<file path="src/common/crpc_pkg.sv">
// constants and types shared by the core cycle, power and reset sequencer
// assumes a single 125 MHz ref_clk domain
package crpc_pkg;

  // ==========================================================
  // machine cycle phases and power modes
  typedef enum logic [1:0] {PH_ONE, PH_TWO, PH_THREE, PH_FOUR} crpc_phase_t;
  typedef enum logic [1:0] {MD_RUN, MD_IDLE, MD_PDOWN} crpc_mode_t;

  // ==========================================================
  // timing
  localparam int CLK_PERIOD_PS = 8000;
  localparam int POR_DELAY_NS = 2000;
  localparam int POR_DELAY_CLKS = (POR_DELAY_NS * 1000 + CLK_PERIOD_PS - 1) / CLK_PERIOD_PS;
  localparam logic [7:0] POR_DELAY_CNT = 8'(POR_DELAY_CLKS - 1);
  localparam logic [3:0] RST_TAIL_CLKS = 4'h8;
  localparam logic [9:0] WD_RST_DELAY = 10'h200;

  // ==========================================================
  // register fields and reset values
  localparam logic [2:0] STRETCH_RST = 3'h1;
  localparam int IDLE_BIT = 0;
  localparam int PDOWN_BIT = 1;
  localparam int WD_EWT_BIT = 1;
  localparam int WD_WTRF_BIT = 2;
  localparam int WD_POR_BIT = 6;
  localparam logic [7:0] WATCHDOG_CONTROL_REG_POR_VAL = 8'h40;

  // ==========================================================
  // strobe window limits and processor hold start inside the access phase, in clocks
  localparam logic [4:0] XS_BEGIN_ZERO = 5'h01;
  localparam logic [4:0] XS_END_ZERO = 5'h03;
  localparam logic [4:0] XS_BEGIN_N = 5'h02;
  localparam logic [4:0] XS_HOLD_FROM = 5'h04;

  // ==========================================================
  // synchroniser lanes
  localparam logic [3:0] SYNC_RST_VAL = 4'hC;
  localparam int SYNC_RST_PIN = 0;
  localparam int SYNC_SUPPLY = 1;
  localparam int SYNC_INT_LSB = 2;

endpackage

</file>
<file path="src/core/crpc_core_seq.sv">
// machine cycle, power mode and reset sequencer of an 8-bit core
// assumes one 125 MHz clock; processor, interrupt and watchdog logic sit outside
// Operation
// [RL1] four states per machine cycle, in order
// [RL2] one opcode fetch per machine cycle
// [RL3] data move: fetch cycle, then access cycle
// [RL4] stretch field gives stretch plus two cycles
// [RL5] strobe two clocks, else four per step
// [RL6] stretch holds processor, nothing else changes
// [RL7] stretch field resets to one
// [RL8] idle bit enters idle after instruction
// [RL9] idle stops processor clock, peripherals run
// [RL10] idle drives strobes high, ports hold
// [RL11] enabled interrupt ends idle, clears bit
// [RL12] reset in idle restarts at zero now
// [RL13] power-down bit stops all clocks
// [RL14] power-down drives strobes low
// [RL15] reset pin ends power-down, restarts at zero
// [RL16] level low enabled pin wakes power-down
// [RL17] reset pin sampled in state four
// [RL18] internal reset applied synchronously
// [RL19] reset lasts two cycles after pin falls
// [RL20] software clears power-on flag after reading
// [RL21] supply loss repeats power-on delay, flag
// [RL22] watchdog reset 512 clocks after time-out
// [RL23] watchdog flags reset by source
// [RL24] both mode bits mean power-down
`timescale 1ns/1ps
`default_nettype none
module crpc_core_seq
  import crpc_pkg::*;
(
  // clock and reset
  input wire logic ref_clk,
  input wire logic arst_n,
  // asynchronous pins
  input wire logic rstPin,
  input wire logic supplyLow,
  input wire logic [1:0] extIntN,
  // processor handshakes
  input wire logic instrDone,
  input wire logic xmoveReq,
  input wire logic xmoveWrite,
  input wire logic anyIntReq,
  input wire logic extProgMem,
  // interrupt configuration
  input wire logic globalIntEnable,
  input wire logic [1:0] intEnable,
  input wire logic [1:0] intLevelMode,
  // register writes
  input wire logic clkCtrlWe,
  input wire logic [2:0] clkCtrlWdata,
  input wire logic pwrCtrlWe,
  input wire logic [1:0] pwrCtrlWdata,
  input wire logic wdCtrlWe,
  input wire logic [7:0] wdCtrlWdata,
  // watchdog events
  input wire logic wdTimeout,
  input wire logic wdRestart,
  // sequencing outputs
  output logic [1:0] machState,
  output logic fetchStrobe,
  output logic coreReset,
  output logic cpuClkEn,
  output logic periphClkEn,
  output logic cpuHold,
  // external data move pins
  output logic xAddrDrive,
  output logic readStrobe,
  output logic writeStrobe,
  // pin overrides in low power modes
  output logic pinForce,
  output logic aleLevel,
  output logic psenLevel,
  output logic port0Float,
  output logic port2Address,
  output logic portHold,
  // register contents
  output logic [2:0] stretchSelect,
  output logic idleRequestBit,
  output logic powerDownRequestBit,
  output logic idleMode,
  output logic powerDownMode,
  output logic porFlag,
  output logic wdResetFlag,
  output logic wdResetEnable
);

  typedef struct packed {
    crpc_phase_t phase;
    crpc_mode_t mode;
    logic fetchCycle;
    logic [2:0] stretch;
    logic idleBit;
    logic pdBit;
    logic rstSeen;
    logic [3:0] rstTail;
    logic porBusy;
    logic [7:0] porCnt;
    logic wdArmed;
    logic [9:0] wdCnt;
    logic [3:0] wdRstCnt;
    logic porFlag;
    logic wtrf;
    logic ewt;
  } crpc_seq_st_t;

  crpc_seq_st_t st_r, st_nxt;
  logic [3:0] pinSync;
  logic rstS;
  logic supplyS;
  logic [1:0] intNS;
  logic [1:0] pinWake;
  logic coreRst;
  logic xBusy;
  logic xHold;
  logic xStart;
  logic fetchNow;

  // true when interrupts are globally enabled and an enabled, level-mode external pin is held low
  function automatic logic levelWake(input logic gie, input logic [1:0] wake);
    levelWake = gie && (wake != 2'h0);
  endfunction

  // ==========================================================
  // pin synchronisers
  crpc_sync u_sync (
    .ref_clk(ref_clk),
    .arst_n(arst_n),
    .din({extIntN, supplyLow, rstPin}),
    .dout(pinSync)
  );

  assign rstS = pinSync[SYNC_RST_PIN];
  assign supplyS = pinSync[SYNC_SUPPLY];
  assign intNS = pinSync[SYNC_INT_LSB +: 2];

  // per pin wake qualification
  genvar gi;
  generate
    for (gi = 0; gi < 2; gi++) begin : g_wake
      assign pinWake[gi] = intEnable[gi] && intLevelMode[gi] && !intNS[gi];
    end
  endgenerate

  // ==========================================================
  // internal reset is a clocked combination of all sources
  assign coreRst = st_r.porBusy || st_r.rstSeen || (st_r.rstTail != 4'h0)
                   || (st_r.wdRstCnt != 4'h0); // see [RL18]

  // one fetch in state one of a running cycle, outside reset and with no data move access busy
  assign fetchNow = (st_r.phase == PH_ONE) && (st_r.mode == MD_RUN)
                    && !coreRst && !xBusy; // see [RL2]

  // data move access starts after its own fetch cycle
  assign xStart = (st_r.phase == PH_FOUR) && st_r.fetchCycle && xmoveReq
                  && (st_r.mode == MD_RUN) && !coreRst; // see [RL3]

  // ==========================================================
  // external data move timer
  crpc_xmove_timer u_xmove (
    .ref_clk(ref_clk),
    .arst_n(arst_n),
    .syncRst(coreRst),
    .start(xStart),
    .isWrite(xmoveWrite),
    .stretchSel(st_r.stretch),
    .busy(xBusy),
    .cpuHold(xHold),
    .addrDrive(xAddrDrive),
    .rdStrobe(readStrobe),
    .wrStrobe(writeStrobe)
  );

  // ==========================================================
  // next state
  always_comb begin
    st_nxt = st_r;
    // free-running phase counter
    case (st_r.phase)
      PH_ONE: st_nxt.phase = PH_TWO; // see [RL1]
      PH_TWO: st_nxt.phase = PH_THREE;
      PH_THREE: st_nxt.phase = PH_FOUR;
      PH_FOUR: st_nxt.phase = PH_ONE;
      default: st_nxt.phase = PH_ONE;
    endcase
    if (st_r.phase == PH_ONE) begin
      st_nxt.fetchCycle = fetchNow;
    end

    // reset pin seen only in state four
    if (st_r.phase == PH_FOUR) begin
      if (rstS) begin
        st_nxt.rstSeen = 1'b1; // see [RL17]
      end else if (st_r.rstSeen) begin
        st_nxt.rstSeen = 1'b0;
        st_nxt.rstTail = RST_TAIL_CLKS; // see [RL19]
      end
    end
    if (st_r.rstTail != 4'h0) begin
      st_nxt.rstTail = st_r.rstTail - 4'h1;
    end

    // power-on delay countdown
    if (st_r.porBusy) begin
      if (st_r.porCnt == 8'h00) begin
        st_nxt.porBusy = 1'b0;
      end else begin
        st_nxt.porCnt = st_r.porCnt - 8'h01;
      end
    end

    // watchdog reset hold countdown
    if (st_r.wdRstCnt != 4'h0) begin
      st_nxt.wdRstCnt = st_r.wdRstCnt - 4'h1;
    end

    // software register writes
    if (clkCtrlWe) begin
      st_nxt.stretch = clkCtrlWdata;
    end
    if (pwrCtrlWe) begin
      st_nxt.idleBit = pwrCtrlWdata[IDLE_BIT];
      st_nxt.pdBit = pwrCtrlWdata[PDOWN_BIT];
    end
    if (wdCtrlWe) begin
      st_nxt.porFlag = wdCtrlWdata[WD_POR_BIT]; // see [RL20]
      st_nxt.wtrf = wdCtrlWdata[WD_WTRF_BIT];
      st_nxt.ewt = wdCtrlWdata[WD_EWT_BIT];
    end

    // watchdog reset follows a time-out unless restarted
    if (wdTimeout) begin
      st_nxt.wdArmed = 1'b1;
      st_nxt.wdCnt = WD_RST_DELAY - 10'h001;
    end else if (wdRestart) begin
      st_nxt.wdArmed = 1'b0;
    end else if (st_r.wdArmed && (st_r.mode != MD_PDOWN)) begin // see [RL13]
      if (st_r.wdCnt == 10'h000) begin
        st_nxt.wdArmed = 1'b0;
        if (st_r.ewt) begin
          st_nxt.wdRstCnt = RST_TAIL_CLKS; // see [RL22]
          st_nxt.wtrf = 1'b1; // see [RL23]
        end
      end else begin
        st_nxt.wdCnt = st_r.wdCnt - 10'h001;
      end
    end

    // mode sequencing
    case (st_r.mode)
      MD_RUN: begin
        if (instrDone && st_nxt.pdBit) begin
          st_nxt.mode = MD_PDOWN; // see [RL13] [RL24]
        end else if (instrDone && st_nxt.idleBit) begin
          st_nxt.mode = MD_IDLE; // see [RL8]
        end
      end
      MD_IDLE: begin
        if (anyIntReq) begin
          st_nxt.mode = MD_RUN; // see [RL11]
          st_nxt.idleBit = 1'b0;
        end
      end
      MD_PDOWN: begin
        if (levelWake(globalIntEnable, pinWake)) begin
          st_nxt.mode = MD_RUN; // see [RL16]
          st_nxt.pdBit = 1'b0;
        end
      end
      default: st_nxt.mode = MD_RUN;
    endcase

    // any reset returns to run at once and clears control state
    if (coreRst) begin
      st_nxt.mode = MD_RUN; // see [RL12] [RL15]
      st_nxt.idleBit = 1'b0;
      st_nxt.pdBit = 1'b0;
      st_nxt.stretch = STRETCH_RST; // see [RL7]
      st_nxt.fetchCycle = 1'b0;
      st_nxt.wdArmed = 1'b0;
    end

    // supply loss repeats the power-on sequence and wins over writes
    if (supplyS) begin
      st_nxt.porBusy = 1'b1; // see [RL21]
      st_nxt.porCnt = POR_DELAY_CNT;
      st_nxt.porFlag = WATCHDOG_CONTROL_REG_POR_VAL[WD_POR_BIT]; // see [RL23]
      st_nxt.wtrf = WATCHDOG_CONTROL_REG_POR_VAL[WD_WTRF_BIT];
      st_nxt.ewt = WATCHDOG_CONTROL_REG_POR_VAL[WD_EWT_BIT];
    end
  end

  // ==========================================================
  // state register, power-on values under the asynchronous reset
  always_ff @(posedge ref_clk or negedge arst_n) begin
    if (!arst_n) begin
      st_r <= '0;
      st_r.phase <= PH_ONE;
      st_r.mode <= MD_RUN;
      st_r.stretch <= STRETCH_RST;
      st_r.porBusy <= 1'b1;
      st_r.porCnt <= POR_DELAY_CNT;
      st_r.porFlag <= WATCHDOG_CONTROL_REG_POR_VAL[WD_POR_BIT];
    end else begin
      st_r <= st_nxt;
    end
  end

  // ==========================================================
  // clock gating and sequencing outputs
  assign machState = st_r.phase;
  assign fetchStrobe = fetchNow;
  assign coreReset = coreRst;
  assign cpuHold = xHold;
  assign cpuClkEn = (st_r.mode == MD_RUN) && !xHold; // see [RL6] [RL9]
  assign periphClkEn = (st_r.mode != MD_PDOWN); // see [RL13]

  // pin levels in idle and power-down
  assign pinForce = (st_r.mode != MD_RUN);
  assign aleLevel = (st_r.mode == MD_IDLE); // see [RL10] [RL14]
  assign psenLevel = (st_r.mode == MD_IDLE);
  assign port0Float = pinForce && extProgMem;
  assign port2Address = (st_r.mode == MD_IDLE) && extProgMem;
  assign portHold = pinForce;

  // register contents
  assign stretchSelect = st_r.stretch; // see [RL4]
  assign idleRequestBit = st_r.idleBit;
  assign powerDownRequestBit = st_r.pdBit;
  assign idleMode = (st_r.mode == MD_IDLE);
  assign powerDownMode = (st_r.mode == MD_PDOWN);
  assign porFlag = st_r.porFlag;
  assign wdResetFlag = st_r.wtrf;
  assign wdResetEnable = st_r.ewt;

  // ==========================================================
  // checks
  a_phase_order: assert property ( // see [RL1]
    @(posedge ref_clk) disable iff (!arst_n)
    machState == 2'(PH_ONE) |=> machState == 2'(PH_TWO) ##1 machState == 2'(PH_THREE)
      ##1 machState == 2'(PH_FOUR) ##1 machState == 2'(PH_ONE))
    else $error("machine phases out of order");

  a_fetch_once: assert property ( // see [RL2]
    @(posedge ref_clk) disable iff (!arst_n)
    fetchStrobe |-> machState == 2'(PH_ONE) ##1 !fetchStrobe [*3])
    else $error("more than one fetch in a machine cycle");

  a_access_start: assert property ( // see [RL3]
    @(posedge ref_clk) disable iff (!arst_n)
    xStart |=> xAddrDrive && machState == 2'(PH_ONE) && !fetchStrobe)
    else $error("access cycle did not follow the fetch");

  a_stretch_len: assert property ( // see [RL4]
    @(posedge ref_clk) disable iff (!arst_n)
    xStart && stretchSelect == 3'h1 && !clkCtrlWe |=> xAddrDrive [*8] ##1 !xAddrDrive)
    else $error("access length wrong for stretch one");

  a_strobe_zero: assert property ( // see [RL5]
    @(posedge ref_clk) disable iff (!arst_n)
    xStart && stretchSelect == 3'h0 |=> !(readStrobe || writeStrobe)
      ##1 (readStrobe || writeStrobe) [*2] ##1 !(readStrobe || writeStrobe))
    else $error("strobe not two clocks at zero stretch");

  a_hold_in_move: assert property ( // see [RL6]
    @(posedge ref_clk) disable iff (!arst_n)
    cpuHold |-> xAddrDrive && !cpuClkEn)
    else $error("processor held outside a data move");

  a_reset_stretch: assert property ( // see [RL7]
    @(posedge ref_clk) disable iff (!arst_n)
    $fell(coreReset) |-> stretchSelect == STRETCH_RST)
    else $error("stretch field not one after reset");

  a_idle_pins: assert property ( // see [RL10]
    @(posedge ref_clk) disable iff (!arst_n)
    idleMode |-> pinForce && aleLevel && psenLevel && periphClkEn && !cpuClkEn)
    else $error("idle pin or clock state wrong");

  a_pdown_pins: assert property ( // see [RL14]
    @(posedge ref_clk) disable iff (!arst_n)
    powerDownMode |-> pinForce && !aleLevel && !psenLevel && !periphClkEn)
    else $error("power-down pin or clock state wrong");

  a_idle_wake: assert property ( // see [RL11]
    @(posedge ref_clk) disable iff (!arst_n)
    idleMode && anyIntReq && !coreReset |=> !idleMode && !idleRequestBit)
    else $error("interrupt did not end idle");

  a_pdown_prio: assert property ( // see [RL24]
    @(posedge ref_clk) disable iff (!arst_n)
    !idleMode && !powerDownMode && pwrCtrlWe && pwrCtrlWdata == 2'h3 && instrDone
      && !coreReset && !supplyS |=> powerDownMode)
    else $error("both mode bits did not give power-down");

  a_level_wake: assert property ( // see [RL16]
    @(posedge ref_clk) disable iff (!arst_n)
    powerDownMode && levelWake(globalIntEnable, pinWake) |=> !powerDownMode)
    else $error("level interrupt did not end power-down");

  a_reset_tail: assert property ( // see [RL19]
    @(posedge ref_clk) disable iff (!arst_n)
    $fell(st_r.rstSeen) && !st_r.porBusy && st_r.wdRstCnt == 4'h0 && !supplyS
      |-> coreReset [*8] ##1 (!coreReset || st_r.rstSeen || st_r.porBusy || st_r.wdRstCnt != 4'h0))
    else $error("reset tail not two machine cycles");

endmodule // crpc_core_seq
`default_nettype wire

</file>
<file path="src/core/crpc_sync.sv">
// two-flop synchroniser for the asynchronous pins of the sequencer
// assumes pins are unrelated to ref_clk
`timescale 1ns/1ps
`default_nettype none
module crpc_sync
  import crpc_pkg::*;
(
  // clock and reset
  input wire logic ref_clk,
  input wire logic arst_n,
  // pins in, synchronised out
  input wire logic [3:0] din,
  output logic [3:0] dout
);

  typedef struct packed {
    logic [3:0] stage1;
    logic [3:0] stage2;
  } crpc_sync_st_t;

  crpc_sync_st_t st_r, st_nxt;

  // ==========================================================
  // first stage feeds only the second stage
  always_comb begin
    st_nxt = st_r;
    st_nxt.stage1 = din;
    st_nxt.stage2 = st_r.stage1;
  end

  // state register
  always_ff @(posedge ref_clk or negedge arst_n) begin
    if (!arst_n) begin
      st_r <= {SYNC_RST_VAL, SYNC_RST_VAL};
    end else begin
      st_r <= st_nxt;
    end
  end

  assign dout = st_r.stage2;

endmodule // crpc_sync
`default_nettype wire

</file>
<file path="src/core/crpc_xmove_timer.sv">
// access phase timer of an external data move: address, strobes, hold
// assumes start arrives in state four of the fetch cycle
`timescale 1ns/1ps
`default_nettype none
module crpc_xmove_timer
  import crpc_pkg::*;
(
  // clock and reset
  input wire logic ref_clk,
  input wire logic arst_n,
  input wire logic syncRst,
  // request
  input wire logic start,
  input wire logic isWrite,
  input wire logic [2:0] stretchSel,
  // status and pins
  output logic busy,
  output logic cpuHold,
  output logic addrDrive,
  output logic rdStrobe,
  output logic wrStrobe
);

  typedef struct packed {
    logic active;
    logic write;
    logic [4:0] cnt;
    logic [4:0] last;
    logic [4:0] sBegin;
    logic [4:0] sEnd;
    logic addr;
    logic rd;
    logic wr;
  } crpc_xm_st_t;

  crpc_xm_st_t st_r, st_nxt;
  logic win;

  // ==========================================================
  // access phase lasts four clocks per stretch step plus one cycle
  always_comb begin
    st_nxt = st_r;
    win = 1'b0;
    if (syncRst) begin
      st_nxt = '0;
    end else if (st_r.active) begin
      if (st_r.cnt == st_r.last) begin
        st_nxt.active = 1'b0;
      end else begin
        st_nxt.cnt = st_r.cnt + 5'h01;
      end
    end else if (start) begin
      st_nxt.active = 1'b1;
      st_nxt.write = isWrite;
      st_nxt.cnt = '0;
      st_nxt.last = {stretchSel, 2'b11}; // see [RL4]
      // strobe two clocks at zero stretch, else four per step
      st_nxt.sBegin = (stretchSel == 3'h0) ? XS_BEGIN_ZERO : XS_BEGIN_N;
      st_nxt.sEnd = (stretchSel == 3'h0) ? XS_END_ZERO : {stretchSel, 2'b10}; // see [RL5]
    end
    win = st_nxt.active && (st_nxt.cnt >= st_nxt.sBegin) && (st_nxt.cnt < st_nxt.sEnd);
    st_nxt.addr = st_nxt.active;
    st_nxt.rd = win && !st_nxt.write;
    st_nxt.wr = win && st_nxt.write;
  end

  // state register
  always_ff @(posedge ref_clk or negedge arst_n) begin
    if (!arst_n) begin
      st_r <= '0;
    end else begin
      st_r <= st_nxt;
    end
  end

  // outputs
  assign busy = st_r.active;
  assign cpuHold = st_r.active && (st_r.cnt >= XS_HOLD_FROM);
  assign addrDrive = st_r.addr;
  assign rdStrobe = st_r.rd;
  assign wrStrobe = st_r.wr;

endmodule // crpc_xmove_timer
`default_nettype wire

</file>
<file path="config.mk">
export PLATFORM = sky130hd
export DESIGN_NAME = crpc_core_seq
export DESIGN_NICKNAME = d
export VERILOG_FILES = /design/src/common/crpc_pkg.sv /design/src/core/crpc_core_seq.sv /design/src/core/crpc_sync.sv /design/src/core/crpc_xmove_timer.sv
export SDC_FILE = /design/constraint.sdc
export NUM_CORES = 1
export LEC_CHECK = 0
export BUFFER_PORTS_ARGS = -buffer_cell sky130_fd_sc_hd__buf_2
export CAP_MARGIN = 20
export CELL_PAD_IN_SITES_DETAIL_PLACEMENT = 1
export CELL_PAD_IN_SITES_GLOBAL_PLACEMENT = 1
export CORE_ASPECT_RATIO = 1.1
export CORE_MARGIN = 1
export CORE_UTILIZATION = 47
export DETAILED_ROUTE_END_ITERATION = 10
export GPL_TIMING_DRIVEN = 0
export HOLD_SLACK_MARGIN = 0.15
export PLACE_DENSITY = 0.9
export SYNTH_ARGS = -nofsm -noshare
export SYNTH_HDL_FRONTEND = slang
export SYNTH_SLANG_ARGS = --single-unit
export TNS_END_PERCENT = 1
</file>
<file path="constraint.sdc">
create_clock -name ref_clk -period 8.6 [get_ports ref_clk]
set_input_delay 0.43 -clock ref_clk [delete_from_list [all_inputs] [get_ports ref_clk]]
set_output_delay 0.43 -clock ref_clk [all_outputs]
set_load 0.005 [all_outputs]
</file>
-- Word level (Yosys, flattened, before mapping)
Index checks and enable logic that the tools add are counted.
- order comparisons: 3
- eq/ne operators: 15
- muxes and demuxes: 51
- $add $sub $neg: 5
- reduce and logical (&&, ||, !) cells: 57
- operators with widths (operator ; count):
    $mux W22 ; 2
    $mux W4 ; 8
    $mux W15 ; 2
    $logic_and A1 B1 Y1 ; 23
    $reduce_bool A2 Y1 ; 10
    $mux W1 ; 18
    $mux W9 ; 2
    $mux W8 ; 2
    $reduce_bool A4 Y1 ; 4
    $mux W5 ; 3
    $mux W14 ; 1
    $mux W2 ; 6
    $mux W11 ; 1
    $logic_not A10 Y1 ; 1
    $mux W10 ; 1
    $ne A2 B2 Y1 const B ; 5
    $sub A10 B1 Y10 const B ; 1
    $mux W3 ; 3
    $reduce_and A3 Y1 ; 3
    $logic_not A8 Y1 ; 1
    $pmux W2 S4 ; 1
    $sub A4 B1 Y4 const B ; 2
    $sub A8 B1 Y8 const B ; 1
    $eq A2 B2 Y1 const B ; 3
    16 further kinds ; 27
- bits of input ports: 34
- register bits after elaboration: 74
- output and inout bits: 26
- logic and storage cells: 157

-- Logic depth before layout (Yosys ltp)
- depth in word-level cells: 12
- gate-level depth with buffers: 13
- mapped depth without buffers: 13

-- Cells and area by module
A second synthesis with hierarchy kept.
- cells, all modules: 365
- area total of the unflattened synthesis: 3753.6 um2
- modules (own cells, without submodules) (module ; seq. area each (um2) ; area each (um2) ; cells an instance ; times used):
    crpc_core_seq ; 1062.3 ; 2274.7 ; 225 ; 1
    crpc_xmove_timer ; 575.6 ; 1273.7 ; 132 ; 1
    crpc_sync ; 205.2 ; 205.2 ; 8 ; 1

-- Worst setup path before layout
No wires, ideal clock.
- path kind: register -> register
- start: reg st_r[3] in the netlist's numbering
- end: reg u_xmove.st_r (netlist bit u_xmove.wrStrobe)
- clock period less this slack: 2.950 ns
- data required time: 8.506 ns
- arrival: 2.857 ns
- slack: 5.650 ns
- path buffers: 1
- stages on the path, launching flop included: 14
- library setup time: 0.094 ns
- cell sequence: dfrtp_1 inv_1 ha_1 nor3b_1 nor4b_4 inv_2 clkbuf_1 nor2_1 ha_1 a21oi_1 o21ai_0 a31oi_1 nand3_1 a211oi_1
- RTL lines (element ; RTL line ; text):
    start, declared ; crpc_core_seq.sv:108 ; crpc_seq_st_t st_r, st_nxt;
    start signal, assigned ; crpc_core_seq.sv:306 ; st_r <= st_nxt;
    end signal, assigned ; crpc_xmove_timer.sv:72 ; st_r <= st_nxt;
    end, declared ; crpc_xmove_timer.sv:36 ; crpc_xm_st_t st_r, st_nxt;

==> run_results.csv <==
group,metric,value,unit
route,first_pass_iters,4,
power_and_ir_drop,p_comb_share,12.5,%
worst_setup_path,cp_num_buf_inv,3,
timing,finalClockSkew,0.009220,ns
placed_design,dp_cells,515,
power_and_ir_drop,p_clk_share,39.1,%
worst_setup_path,worst-endpoint-arrival,4.40,ns
timing,worst_pin_slew,0.8062,ns
worst_setup_path,cp_top_family,"simple AND/OR/NAND/NOR gates",
clock_network,numClockSinks,73,
timing,timing.fmax,241.9,MHz
worst_setup_path,cp.depth,13,
route,vias_per_cell,5.485,
synth,yosysTopAreaCell,"dfrtp_1",
layout,final_nets,476,
worst_setup_path,slowest_delay,0.72,ns
status,status,"completed",
floorplanning,rows,33,
route,wl_per_cell,18.02,um
run,cap_violations,0,
worst_setup_path,setup.worst_path.end_class,"flop",
timing,slew_viol_final,0,
route,wl,9.624,mm
placed_design,port_buffers,54,
worst_setup_path,critical_path_class,"flop to flop",
timing,tns,0,ns
synth,synthArstFlopShare,100.0,%
route,drc_errors,0,
clock_network,cts_buffer_depth,2,
route,vias,2929,
synth,yosysMostFrequentCell,"dfrtp_1",
power_and_ir_drop,p_leak,2.018,nW
timing,whs,0.1804,ns
min_path,hold_path.class,"primary input to flop",
layout,fin_cells,534,
placed_design,placed_area,4071,um^2
worst_setup_path,worst_setup_path_start_kind,"flop",
floorplanning,dieWidth,85.91,um
worst_setup_path,worstReg2RegStart,"st_r[4]$_DFF_PN0_",
clock_network,cts-buffers-inserted,9,
worst_setup_path,r2r_slack,4.47,ns
timing,period_share,48.07,%
timing,max_slew_margin,46.06,%
synth,synth_nets,407,
clock_network,cts_tree,"yes",
clock_network,cts.root.buffer_cell,"clkbuf_8",
synth,yosysTopAreaCellShare,41.25,%
floorplanning,core,7473,um^2
placed_design,gp_congestion,0.8437,
layout,drive_gt1_share,26.57,%
placed_design,dp_hpwl,6.541,mm
power_and_ir_drop,p_int,0.0005914,W
layout,num_antenna_cells,0,
worst_setup_path,crit_start,"st_r[4]$_DFF_PN0_",
min_path,whs_path_depth,1,
worst_setup_path,crit_required,8.86,ns
power_and_ir_drop,power_density,184.4,nW/um^2
global_routing,grt_max_degree,74,
synth,synth_area_per_cell,10.25,um^2
timing,hold_violations,0,
global_routing,antenna_found_initial,0,
power_and_ir_drop,switchingPower,0.0002071,W
floorplanning,ios,60,
global_routing,grtUsageTotal,26.50,%
clock_network,clk_pin_slew,0.08,ns
worst_setup_path,critPathMostFrequentCell,"ha_1",
clock_network,clkLatencyLatePin,0.36,ns
synth,synth_edf_count,0,
clock_network,postCtsSetupBuffers,0,
synth,ys_warn_count,0,
route,ant_nets,0,
timing,setup_viol,0,
power_and_ir_drop,p_seq_share,48.4,%
worst_setup_path,crit_end,"u_xmove.wrStrobe$_DFF_PN0_",
worst_setup_path,ff2ff_path_depth,13,
worst_setup_path,cp_max_fo,10,
worst_setup_path,cp_slowest_cell,"nor4b_4",
timing,period_needed,4.134,ns
layout,syn2layout_area_growth,18.98,%
synth,ys_seq_area_share,50.64,%
synth,ys.flop_type,"dfrtp_1",
global_routing,grt_pass1_vias,3223,
floorplanning,die_y,94.30,um
synth,synth_seq_cells,73,
timing,rsz0062_at_grt,"no",
floorplanning,die_area,8100,um^2
worst_setup_path,rr_endpoint,"u_xmove.wrStrobe$_DFF_PN0_",
synth,synth_area_leaders,"dfrtp_1, dfstp_2, ha_1",
worst_setup_path,worstPathCellList,"inv_1 -> ha_1 -> nor3b_1 -> nor4b_4 -> inv_2 -> clkbuf_1 -> nor2_1 -> ha_1 -> a21oi_1 -> o21ai_0 -> a31oi_1 -> nand3_1 -> a211oi_1",
power_and_ir_drop,sw_frac_of_total,25.94,%
layout,stdcell_area,4330,um^2
route,drtIter0Drc,153,
synth,ys_top_cells_by_count,"dfrtp_1, nand2_1, nor2_1",
clock_network,htree_num_levels,3,
synth,syn_area,3640,um^2
global_routing,gr-total-overflow,0,
global_routing,grt_pass1_wl,15.85,mm
synth,synthCells,355,
floorplanning,initial_core_util,48.70,%
power_and_ir_drop,vdd_drop_max,0.09883,mV
synth,synthDistinctLibCells,50,
[how the worst min path moves through the flow]
stage                          startpoint                    endpoint  slack, ns
2_1_floorplan                      arst_n    idleRequestBit$_DFF_PN0_       0.13
3_3_place_gp   u_sync.st_nxt[1]$_DFF_PN0_    u_sync.dout[1]$_DFF_PN0_       0.33
3_5_place_dp   u_sync.st_nxt[1]$_DFF_PN0_    u_sync.dout[1]$_DFF_PN0_       0.34
4_1_cts                        extIntN[0]  u_sync.st_nxt[2]$_DFF_PN1_       0.15
5_1_grt                            rstPin  u_sync.st_nxt[0]$_DFF_PN0_       0.16
6_report                           rstPin  u_sync.st_nxt[0]$_DFF_PN0_       0.18
[what timing repair did]
action,in CTS,in global routing
setup endpoints to repair,0,0
resized for setup,0,0
hold buffers,2,1
hold endpoints to repair,61,1
[per-layer routing]
layer | up-vias | global-route usage [%] | share of wire (%)
li1 | 1354 | - | -
met1 | 1479 | 28.28 | 39
met2 | 74 | 48.35 | 54
met3 | 22 | 6.766 | 3.4
met4 | 0 | 12.78 | 3.3
met5 | - | 0 | 0
[state kept, by name (all words and copies together) (netlist names), 2 cells and up]
register       count
u_sync.dout        4
stretchSelect      3
st_r              32
machState          2
u_xmove.st_r      20
u_sync.st_nxt      4
[cells in the final DEF (no fill, tap or decap), types with 11 or more instances in the layout]
master / synthesis / layout
nand2_1: 35 / 35
clkbuf_8: 0 / 11
buf_2: 1 / 54
nand2b_1: 13 / 13
nor2_1: 33 / 33
dfrtp_1: 60 / 60
xnor2_1: 12 / 12
nor3_1: 13 / 13
ha_1: 18 / 18
inv_1: 17 / 17
a21oi_1: 19 / 19
dfstp_2: 13 / 13
[power groups by stage]
stage          sequential, W  clock [W]  combinational, W
6_report            0.000386   0.000312          0.000100
5_1_grt             0.000389   0.000332          0.000110
4_1_cts             0.000386   0.000318          0.000101
3_5_place_dp        0.000391          0         0.0000954
3_3_place_gp        0.000388          0         0.0000851
2_1_floorplan       0.000386          0         0.0000645
[layout make-up]
type                            count  area [um^2]
Buffer                             15        87.58
Clock inverter                      5        77.57
Sequential cell                    73         1843
Clock buffer                       11        151.4
Multi-Input combinational cell    249         1642
Inverter                           18        67.56
Timing Repair Buffer               58        330.3
Tap cell                          105        131.4
Fill cell                         834         3143
[metrics by stage]
| step | util [%] | total power [W] | setup slack, ns |
|---|---|---|---|
| after CTS | 57.81 | 0.0008045 | 4.433 |
| after global placement | 54.08 | 0.0004735 | 4.817 |
| after global routing | 57.94 | 0.0008307 | 4.222 |
| after floorplan | - | 0.0004502 | 5.650 |
| final | 57.94 | 0.0007985 | 4.466 |
| after detailed placement | 54.48 | 0.0004866 | 4.624 |
[cell families after synthesis]
logic type               after synthesis  share of synthesized area, %
buffers and inverters                 33                         4.262
AND/OR/NAND/NOR                      149                         21.79
adder cells (fa/ha/maj)               18                         6.188
AO/OA/AOI/OAI                         53                         9.384
multiplexers                          15                         4.366
XOR/XNOR                              14                         3.369
flip-flops                            73                         50.64
Power figures use the tool's default switching activity.
